`config.mk`:
```
export PLATFORM = sky130hd
export DESIGN_NAME = crpr_exec
export DESIGN_NICKNAME = d
export VERILOG_FILES = /design/src/verilog/crpr_exec.v
export VERILOG_INCLUDE_DIRS = /design/src /design/src/pkg
export SDC_FILE = /design/constraint.sdc
export NUM_CORES = 1
export LEC_CHECK = 0
export BUFFER_PORTS_ARGS = -buffer_cell sky130_fd_sc_hd__buf_2
export CORE_ASPECT_RATIO = 1.2
export CORE_UTILIZATION = 48
export CTS_CLUSTER_SIZE = 16
export DETAILED_ROUTE_END_ITERATION = 16
export MAX_ROUTING_LAYER = met4
export PLACE_DENSITY = 0.88
export SYNTH_ARGS = -nofsm -noshare
export SYNTH_HDL_FRONTEND = slang
export SYNTH_SLANG_ARGS = --single-unit
```
`constraint.sdc`:
```
create_clock -name sys_clk -period 1.27 [get_ports sys_clk]
set_input_delay 0.0635 -clock sys_clk [delete_from_list [all_inputs] [get_ports sys_clk]]
set_output_delay 0.0635 -clock sys_clk [all_outputs]
set_load 0.02 [all_outputs]
```
`src/pkg/crpr_defs.vh`:
```
// Constants for the read-control / previous-set read / return execute block.
// Assumes a 32-bit instruction word with fields at fixed bit positions.
`ifndef CRPR_DEFS_VH
`define CRPR_DEFS_VH

// Instruction field positions
`define CRPR_OP_LSB 0
`define CRPR_OPX_LSB 11
`define CRPR_IDXA_LSB 27
`define CRPR_IDXB_LSB 22
`define CRPR_IDXC_LSB 17
`define CRPR_CONTROL_REGISTER_INDEX_LSB 6
`define CRPR_IMM_LSB 6

// Encodings
`define CRPR_OP_RTYPE 6'h3a
`define CRPR_OP_RDPRS 6'h38
`define CRPR_OPX_RDCTL 6'h26
`define CRPR_OPX_RET 6'h05
`define CRPR_LINK_REG 5'h1f

// Exception causes
`define CRPR_EXC_NONE 2'h0
`define CRPR_EXC_SUPER 2'h1
`define CRPR_EXC_ILLEGAL 2'h2
`define CRPR_EXC_MISALIGN 2'h3

// Reset values
`define CRPR_PRS_RESET 4'h0
`define CRPR_IDX_RESET 5'h00
`define CRPR_WORD_RESET 32'h00000000

`endif

```
`src/verilog/crpr_exec.v`:
```
// Decode and execute of read-control, previous-set read and return.
// Also holds the previous-set field of the status register for the core.
// Assumes the core presents one instruction per valid cycle with its
// operands already read; results and exceptions are registered one cycle later.
//
// Overview of operation
// - Read-control copies the selected control register into the destination, supervisor-only.
// - Read-control is primary opcode 0x3a, extended 0x26, control index 10..6, dest 21..17, sources zero.
// - Previous-set read adds the sign-extended 16-bit immediate to the previous-set source and writes the current set.
// - The previous set is the one named by the status previous-set field.
// - A set-switching exception leaves the previous-set field holding the set active before it.
// - Without shadow sets previous-set read is illegal; with them it is supervisor-only.
// - Previous-set read is primary opcode 0x38, source 31..27, target 26..22, immediate 21..6.
// - Return loads the PC from the link register and faults on a non-word-aligned target.

`default_nettype none

`include "crpr_defs.vh"

module crpr_exec #(
	parameter SET_BITS = 4,
	parameter HAS_SHADOW = 1
) (
	// Clock and reset
	input wire sys_clk,
	input wire nrst,
	// Instruction in
	input wire insn_valid,
	input wire [31:0] insn_word,
	input wire supervisor,
	// Control register read port
	output wire [4:0] ctl_rd_index,
	input wire [31:0] ctl_rd_data,
	// Previous-set operand read port
	output wire [SET_BITS-1:0] prs_rd_set,
	output wire [4:0] prs_rd_index,
	input wire [31:0] prs_rd_data,
	// Link register value of the current set
	input wire [31:0] link_register,
	// Register-set switch by an exception or a software write of the field
	input wire set_switch,
	input wire [SET_BITS-1:0] set_current,
	input wire prs_wr,
	input wire [SET_BITS-1:0] prs_wr_data,
	output reg [SET_BITS-1:0] prs_field_q,
	// Write-back to the current register set
	output reg wb_en_q,
	output reg [4:0] wb_index_q,
	output reg [31:0] wb_data_q,
	// Program counter redirect
	output reg pc_load_q,
	output reg [31:0] pc_target_q,
	// Exception request
	output reg exc_req_q,
	output reg [1:0] exc_cause_q,
	// Recognised-instruction flag
	output reg hit_q
);

	wire [5:0] op;
	wire [5:0] opx;
	wire [4:0] idx_a;
	wire [4:0] idx_b;
	wire [4:0] idx_c;
	wire [15:0] imm;
	wire is_rdctl;
	wire is_rdprs;
	wire is_ret;
	wire [31:0] sum;
	wire [4:0] ctl_idx;
	// Next values of the registered outputs
	reg [SET_BITS-1:0] prs_field_d;
	reg wb_en_d;
	reg [4:0] wb_index_d;
	reg [31:0] wb_data_d;
	reg pc_load_d;
	reg [31:0] pc_target_d;
	reg exc_req_d;
	reg [1:0] exc_cause_d;
	reg hit_d;

	function [31:0] sext16;
		input [15:0] v;
		begin
			sext16 = {{16{v[15]}}, v};
		end
	endfunction

	function misaligned;
		input [31:0] addr;
		begin
			misaligned = addr[1:0] != 2'h0;
		end
	endfunction

	assign op = insn_word[`CRPR_OP_LSB +: 6];
	assign opx = insn_word[`CRPR_OPX_LSB +: 6];
	assign idx_a = insn_word[`CRPR_IDXA_LSB +: 5];
	assign idx_b = insn_word[`CRPR_IDXB_LSB +: 5];
	assign idx_c = insn_word[`CRPR_IDXC_LSB +: 5];
	assign imm = insn_word[`CRPR_IMM_LSB +: 16];
	assign ctl_idx = insn_word[`CRPR_CONTROL_REGISTER_INDEX_LSB +: 5];

	// Either source field set means some other R-type word, so it is not taken
	// read-control match
	assign is_rdctl = insn_valid && op == `CRPR_OP_RTYPE && opx == `CRPR_OPX_RDCTL
		&& idx_a == 5'h00 && idx_b == 5'h00;
	assign is_rdprs = insn_valid && op == `CRPR_OP_RDPRS;
	// return match, link source, no destination
	assign is_ret = insn_valid && op == `CRPR_OP_RTYPE && opx == `CRPR_OPX_RET
		&& idx_a == `CRPR_LINK_REG && idx_b == 5'h00 && idx_c == 5'h00
		&& ctl_idx == 5'h00;

	// control index to the control file
	assign ctl_rd_index = ctl_idx;
	// previous set drives the source read
	assign prs_rd_set = prs_field_q;
	assign prs_rd_index = idx_a;
	assign sum = prs_rd_data + sext16(imm);

	// set switch keeps the outgoing set number
	// A software write loses to a simultaneous exception switch, so a handler
	// always finds the interrupted set in the field.
	always @* begin
		prs_field_d = prs_field_q;
		if (set_switch) begin
			prs_field_d = set_current;
		end else if (prs_wr) begin
			prs_field_d = prs_wr_data;
		end
	end

	always @(posedge sys_clk or negedge nrst) begin
		if (!nrst) begin
			prs_field_q <= `CRPR_PRS_RESET;
		end else begin
			prs_field_q <= prs_field_d;
		end
	end

	// Pulses drop by default; index, data and target hold until overwritten
	always @* begin
		wb_en_d = 1'b0;
		wb_index_d = wb_index_q;
		wb_data_d = wb_data_q;
		pc_load_d = 1'b0;
		pc_target_d = pc_target_q;
		exc_req_d = 1'b0;
		exc_cause_d = `CRPR_EXC_NONE;
		// A faulting word still counts as recognised, so the core can trap it
		hit_d = is_rdctl || is_rdprs || is_ret;
		if (is_rdctl) begin
			if (!supervisor) begin
				exc_req_d = 1'b1;
				exc_cause_d = `CRPR_EXC_SUPER;
			end else begin
				wb_en_d = 1'b1;
				wb_index_d = idx_c;
				wb_data_d = ctl_rd_data;
			end
		end else if (is_rdprs) begin
			// illegal without shadow sets, else supervisor-only
			// The build option outranks the mode check, so user code on a core
			// without shadow sets sees the illegal cause.
			if (HAS_SHADOW == 0) begin
				exc_req_d = 1'b1;
				exc_cause_d = `CRPR_EXC_ILLEGAL;
			end else if (!supervisor) begin
				exc_req_d = 1'b1;
				exc_cause_d = `CRPR_EXC_SUPER;
			end else begin
				wb_en_d = 1'b1;
				wb_index_d = idx_b;
				wb_data_d = sum;
			end
		end else if (is_ret) begin
			// jump or misalign fault
			// A faulting return loads nothing and leaves the old target in place.
			if (misaligned(link_register)) begin
				exc_req_d = 1'b1;
				exc_cause_d = `CRPR_EXC_MISALIGN;
			end else begin
				pc_load_d = 1'b1;
				pc_target_d = link_register;
			end
		end
	end

	// Everything clears in reset, so no stray pulse follows its release
	always @(posedge sys_clk or negedge nrst) begin
		if (!nrst) begin
			wb_en_q <= 1'b0;
			wb_index_q <= `CRPR_IDX_RESET;
			wb_data_q <= `CRPR_WORD_RESET;
			pc_load_q <= 1'b0;
			pc_target_q <= `CRPR_WORD_RESET;
			exc_req_q <= 1'b0;
			exc_cause_q <= `CRPR_EXC_NONE;
			hit_q <= 1'b0;
		end else begin
			wb_en_q <= wb_en_d;
			wb_index_q <= wb_index_d;
			wb_data_q <= wb_data_d;
			pc_load_q <= pc_load_d;
			pc_target_q <= pc_target_d;
			exc_req_q <= exc_req_d;
			exc_cause_q <= exc_cause_d;
			hit_q <= hit_d;
		end
	end

endmodule

`default_nettype wire
```
==> run_results.csv, run 1 <==
group,metric,value,unit
status,status,"did not finish",
status,stop_stage,"5_1_grt",
status,error,"[ERROR GRT-0232] Routing congestion too high. Check the congestion heatmap in the GUI.",
synthesis,synthCells,622,
placed_design,dp_cells,1079,
synthesis,yosys-top-cells-area,"dfrtp_1 (38%), nand2_1 (10%), ha_1 (7.5%)",
synthesis,synth-warning-count,0,
die,io-pin-count,235,
timing,worst_endpoint_kind,"register input",
synthesis,synth_compound_area_share,21.3,%
synthesis,synth_top_family_by_area,"simple AND/OR/NAND/NOR gates",
synthesis,yosys.area.top_type,"dfrtp_1",
die,start_util,49.2,%
clock_tree,clockBufferDepth,2,
placed_design,place_congestion,1.02,
synthesis,yosys.area_share.simple,21.8,%
clock_tree,h-tree-depth,3,
synthesis,synth_fa_ha_area_share,7.92,%
placed_design,port_buffers,234,
clock_tree,ctsRootBufferMaster,"clkbuf_16",
placed_design,dpl.hpwl,14900,µm
synthesis,synth.area.mux_share,1.77,%
synthesis,synth_area_per_cell,8.28,µm²
global_route,grt_overflow,607,
synthesis,yosysSeqAreaShare,37.9,%
timing,worst_endpoint,"wb_data_q[10]$_DFFE_PN0P_/D",
placed_design,pre_cts_slack,-0.942,ns
global_route,grt_max_degree,79,
synthesis,synth_edf_count,0,
clock_tree,cts.sinks,78,
synthesis,synth-xor-area-share,4.25,%
synthesis,syn_area,5150,µm²
synthesis,synth_top_area_share,37.9,%
synthesis,syn_nets,796,
synthesis,yosysUniqueCellTypes,58,
die,die_w,96.6,µm
die,die_h,115,µm
synthesis,ys_ff_latch,78,
synthesis,async_reset_ff_share,100,%
synthesis,ys.flop_type,"dfrtp_1",
global_route,track_usage,94.9,%
clock_tree,cts_buffers,9,
die,rows,41,
[cells in the mapped netlist, types with 2 or more instances]
master and instances:
nand3_1 12, a31oi_1 2, nor3_1 11, a21oi_1 58
nor2_1 44, clkbuf_1 18, nand3b_1 3, a311o_1 2
nand4_1 14, a221oi_1 2, ha_1 31, a211o_1 3
a31o_2 2, or4_1 2, nor4_1 4, inv_1 6
xnor2_1 9, and2_1 3, nand2_1 142, o41ai_1 2
or4b_1 2, mux2i_1 8, a22oi_1 8, o21ai_0 17
o211ai_1 3, dfrtp_1 78, a21o_1 7, and4_1 3
o21a_1 10, o21bai_1 5, a211oi_1 6, xor2_1 16
a221o_1 2, o21ai_1 35, a41oi_1 2, and3_1 5
buf_4 15, buf_2 9, o22ai_1 2
[through the flow]
| step | util [%] | TNS (ns) | area (µm²) | hold slack [ns] |
|---|---|---|---|---|
| after floorplan | - | -28.07 | 5400 | -0.232 |
| after global placement | 71.9 | -57.50 | 7520 | 0.115 |
| after detailed placement | 71.9 | -59.09 | 7520 | 0.124 |
| after CTS | 90.0 | -27.43 | 9420 | 0.000653 |
[routing by layer]
layer,overflow,track usage [%]
met4,178,112
met2,413,118
met1,14,85.7
met5,-,-
met3,2,65.6
[what timing repair did]
item | CTS
cloned | 8
pin swaps | 70
resized for setup | 154
setup endpoints to repair | 74
hold buffers | 46
buffers inserted | 21
hold endpoints to repair | 123
[logic make-up after synthesis]
kind of cell | Yosys count
buffers and inverters | 50
multiplexers | 9
flip-flops | 78
XOR/XNOR | 25
AND/OR/NAND/NOR | 252
AO/OA/AOI/OAI | 176
adder cells (fa/ha/maj) | 32
==> inputs of run 2 (changes only) <==
--- a/config.mk
+++ b/config.mk
@@ -7,12 +7,9 @@
 export NUM_CORES = 1
 export LEC_CHECK = 0
 export BUFFER_PORTS_ARGS = -buffer_cell sky130_fd_sc_hd__buf_2
-export CORE_ASPECT_RATIO = 1.2
-export CORE_UTILIZATION = 48
-export CTS_CLUSTER_SIZE = 16
+export CORE_UTILIZATION = 40
 export DETAILED_ROUTE_END_ITERATION = 16
-export MAX_ROUTING_LAYER = met4
-export PLACE_DENSITY = 0.88
+export PLACE_DENSITY_LB_ADDON = 0.15
 export SYNTH_ARGS = -nofsm -noshare
 export SYNTH_HDL_FRONTEND = slang
 export SYNTH_SLANG_ARGS = --single-unit
==> run 2 against run 1 <==
The flow now finishes, with violations (negative setup slack). Synthesized area did not move. Synthesized cell count did not move.
==> run_results.csv, run 2 <==
group,metric,value,unit
die,die-area,13300,µm²
final_layout,synthToLayoutAreaGrowth,91.8,%
global_route,track_usage,32.2,%
die,coreArea,12600,µm²
power_and_ir_drop,swShare,31.0,%
timing,fmax,555,MHz
synthesis,synth_area_per_cell,8.28,µm²
synthesis,syn_nets,796,
power_and_ir_drop,p_sw,2.68,mW
setup_path,crit_path_end_kind,"flip-flop",
die,io-pin-count,235,
power_and_ir_drop,internal_power,5.98,mW
synthesis,yosysSeqAreaShare,37.9,%
final_layout,num-nets-final,1240,
global_route,grt_max_degree,34,
global_route,grt_pass1_wl,32600,µm
synthesis,synthCells,622,
clock_tree,ctsRootBufferMaster,"clkbuf_16",
routing,first_pass_iters,5,
power_and_ir_drop,pwr-share-clk,32.6,%
clock_tree,h-tree-depth,3,
global_route,grt_pass1_vias,6463,
setup_path,worstPathCellList,"buf_6 > or4_4 > o41ai_4 > buf_4 > nand3_4 > inv_4 > o2bb2ai_4 > a311o_1 > a31oi_1",
timing,fin_setup_tns,-30.20,ns
routing,routed_via_density,5.32,
timing,layout_min_cycle_time,1.80,ns
synthesis,yosys.area.top_type,"dfrtp_1",
power_and_ir_drop,seqPwrFrac,31.6,%
routing,vias,6618,
timing,worst_pin_slew,0.545,ns
die,die_h,115,µm
synthesis,synth_top_area_share,37.9,%
synthesis,synth-warning-count,0,
power_and_ir_drop,p_comb_share,35.8,%
worst_hold_path,min-delay-path-class,"in -> reg",
setup_path,rrSetupSlack,0.19,ns
setup_path,r2r_end,"wb_data_q[23]$_DFFE_PN0P_",
setup_path,cp_slowest_cell,"or4_4",
synthesis,ys.flop_type,"dfrtp_1",
die,die_w,115,µm
synthesis,syn_area,5150,µm²
final_layout,reg.largest.list,"pc_target_q x32, wb_data_q x32, wb_index_q x5",
global_route,grt_overflow,0,
synthesis,yosys-top-cells-area,"dfrtp_1 (38%), nand2_1 (10%), ha_1 (7.5%)",
timing,hold_violations,0,
synthesis,synth_edf_count,0,
final_layout,final_cell_mix,"buf_2 (224), buf_4 (157), dfrtp_1 (78), nand2_1 (77), dlygate4sd3_1 (48)",
placed_design,place_congestion,0.943,
clock_tree,cts.sinks,78,
flow_run,cap_violations,0,
setup_path,cp.buffers_inverters,3,
timing,rsz0062_at_grt,"true",
routing,route.detailed.drc,0,
setup_path,worstSetupStartpoint,"insn_word[24]",
setup_path,crit_end,"wb_data_q[23]$_DFFE_PN0P_",
routing,wl_per_cell,18.3,µm
setup_path,crit_arrival,2.04,ns
timing,finalCritPeriodShare,142,%
timing,whs,0.0144,ns
timing,finClkSkew,0,ns
setup_path,cp_top_family,"compound AO/OA/AOI/OAI gates",
setup_path,start_kind,"input pin",
clock_tree,cts_tree,"done",
setup_path,worstReg2RegStart,"wb_data_q[23]$_DFFE_PN0P_",
setup_path,worstSetupPathType,"in -> reg",
setup_path,path_max_fanout,5,
routing,routed_wl,22700,µm
final_layout,drive_above_1_share,56.7,%
timing,relSlewSlack,63.6,%
final_layout,postLayoutCoreUtil,78.6,%
final_layout,layout_commonest_cell,"buf_2",
setup_path,cp_num_cells,9,
synthesis,synth_commonest_cells,"nand2_1 (142), dfrtp_1 (78), a21oi_1 (58)",
timing,finalMaxSlewViolations,0,
clock_tree,clockBufferDepth,2,
die,start_util,41.0,%
clock_tree,clk_pin_slew,0.06,ns
clock_tree,cts_buffers,9,
die,rows,41,
global_route,antenna_found_initial,2,
routing,ant_nets,0,
timing,finalSetupViolations,74,
timing,fin_ws,-0.531,ns
setup_path,critPathMaxStageDelay,0.56,ns
routing,drt_iter0_markers,420,
synthesis,ys_ff_latch,78,
status,status,"complete, but fails checks",
setup_path,rr_worst_depth,3,
synthesis,synth_most_common_cell,"nand2_1",
synthesis,yosysUniqueCellTypes,58,
synthesis,async_reset_ff_share,100,%
setup_path,cp.required,1.51,ns
power_and_ir_drop,p_per_area,877,nW/µm²
power_and_ir_drop,leakage,5.00,nW
status,violations,"negative setup slack",
power_and_ir_drop,ir_drop,576,µV
clock_tree,clk_latency,0.33,ns
placed_design,port_buffers,234,
placed_design,dpl.hpwl,15500,µm
==> run 2: tightest hold or removal path, delay by kind of cell <==
family          cells  cell delay, ns
compound gates      2            0.16
buf+inv             1            0.08
==> run 2: worst min path at each step <==
stage                               from                    endpoint  cells past startpoint  slack, ns
after global routing      ctl_rd_data[7]    wb_data_q[7]$_DFFE_PN0P_                      3       0.01
after detailed placement            nrst  pc_target_q[3]$_DFFE_PN0P_                      1      -0.05
final                     ctl_rd_data[7]    wb_data_q[7]$_DFFE_PN0P_                      3       0.01
after floorplan                     nrst    exc_cause_q[0]$_DFF_PN0_                      0      -0.23
after global placement              nrst  pc_target_q[3]$_DFFE_PN0P_                      1      -0.05
after CTS                 ctl_rd_data[7]    wb_data_q[7]$_DFFE_PN0P_                      3      0.003
==> run 2: cell families (layout without fill, tap and decap cells) <==
logic type / Yosys count / in the layout / synth area share [%]
and+or+nand+nor: 252 / 253 / 21.8
AOI/OAI and AO/OA: 176 / 176 / 21.3
DFF: 78 / 78 / 37.9
buffers and inverters: 50 / 498 / 5.10
adders and majority gates: 32 / 32 / 7.92
xor gates and xnor gates: 25 / 25 / 4.25
muxes: 9 / 9 / 1.77
other: 0 / 2 / 0
==> run 2: power by group through the flow <==
stage	Clock [mW]	Sequential [mW]	Combinational (mW)
detailed placement	0	2.77	2.56
CTS	2.86	2.73	2.94
finish	2.82	2.74	3.10
global route	2.97	2.75	3.31
global placement	0	2.76	2.54
floorplan	0	2.93	1.11
==> run 2: what timing repair did <==
action | in CTS | in global routing
gates resized for setup | 146 | 82
hold endpoints to repair | 124 | 0
pin swaps | 74 | 38
hold buffers | 49 | 0
setup buffers | 21 | 8
cloned | 8 | 0
endpoints found under the setup margin | 74 | 75
==> run 2: final cells by class <==
class / instances / area [µm²]
multi-input cells: 495 / 3860
repair buffers: 475 / 3490
fillers: 844 / 2680
flip-flops and latches: 78 / 1950
clock buffers: 11 / 253
well taps: 172 / 215
clock inverters: 5 / 81.3
inverters: 7 / 28.8
diodes: 2 / 5.00
==> run 2: per-layer routing <==
metal	wire length, µm	GRT usage [%]
met5	0	0
met4	816	15.3
met3	1670	6.17
met2	11300	56.0
met1	8910	38.2
==> run 2: through the flow <==
step | worst slack, ns | cells | cell area, µm² | total power, mW
floorplan | -0.645 | 622 | 5400 | 4.04
global placement | -0.960 | 1145 | 7760 | 5.30
detailed placement | -0.978 | 1145 | 7760 | 5.33
CTS | -0.508 | 1239 | 9530 | 8.53
global route | -0.578 | 1245 | 9880 | 9.04
finish | -0.531 | 1245 | 9880 | 8.67
Note: power is estimated with default switching activity, not from simulation.
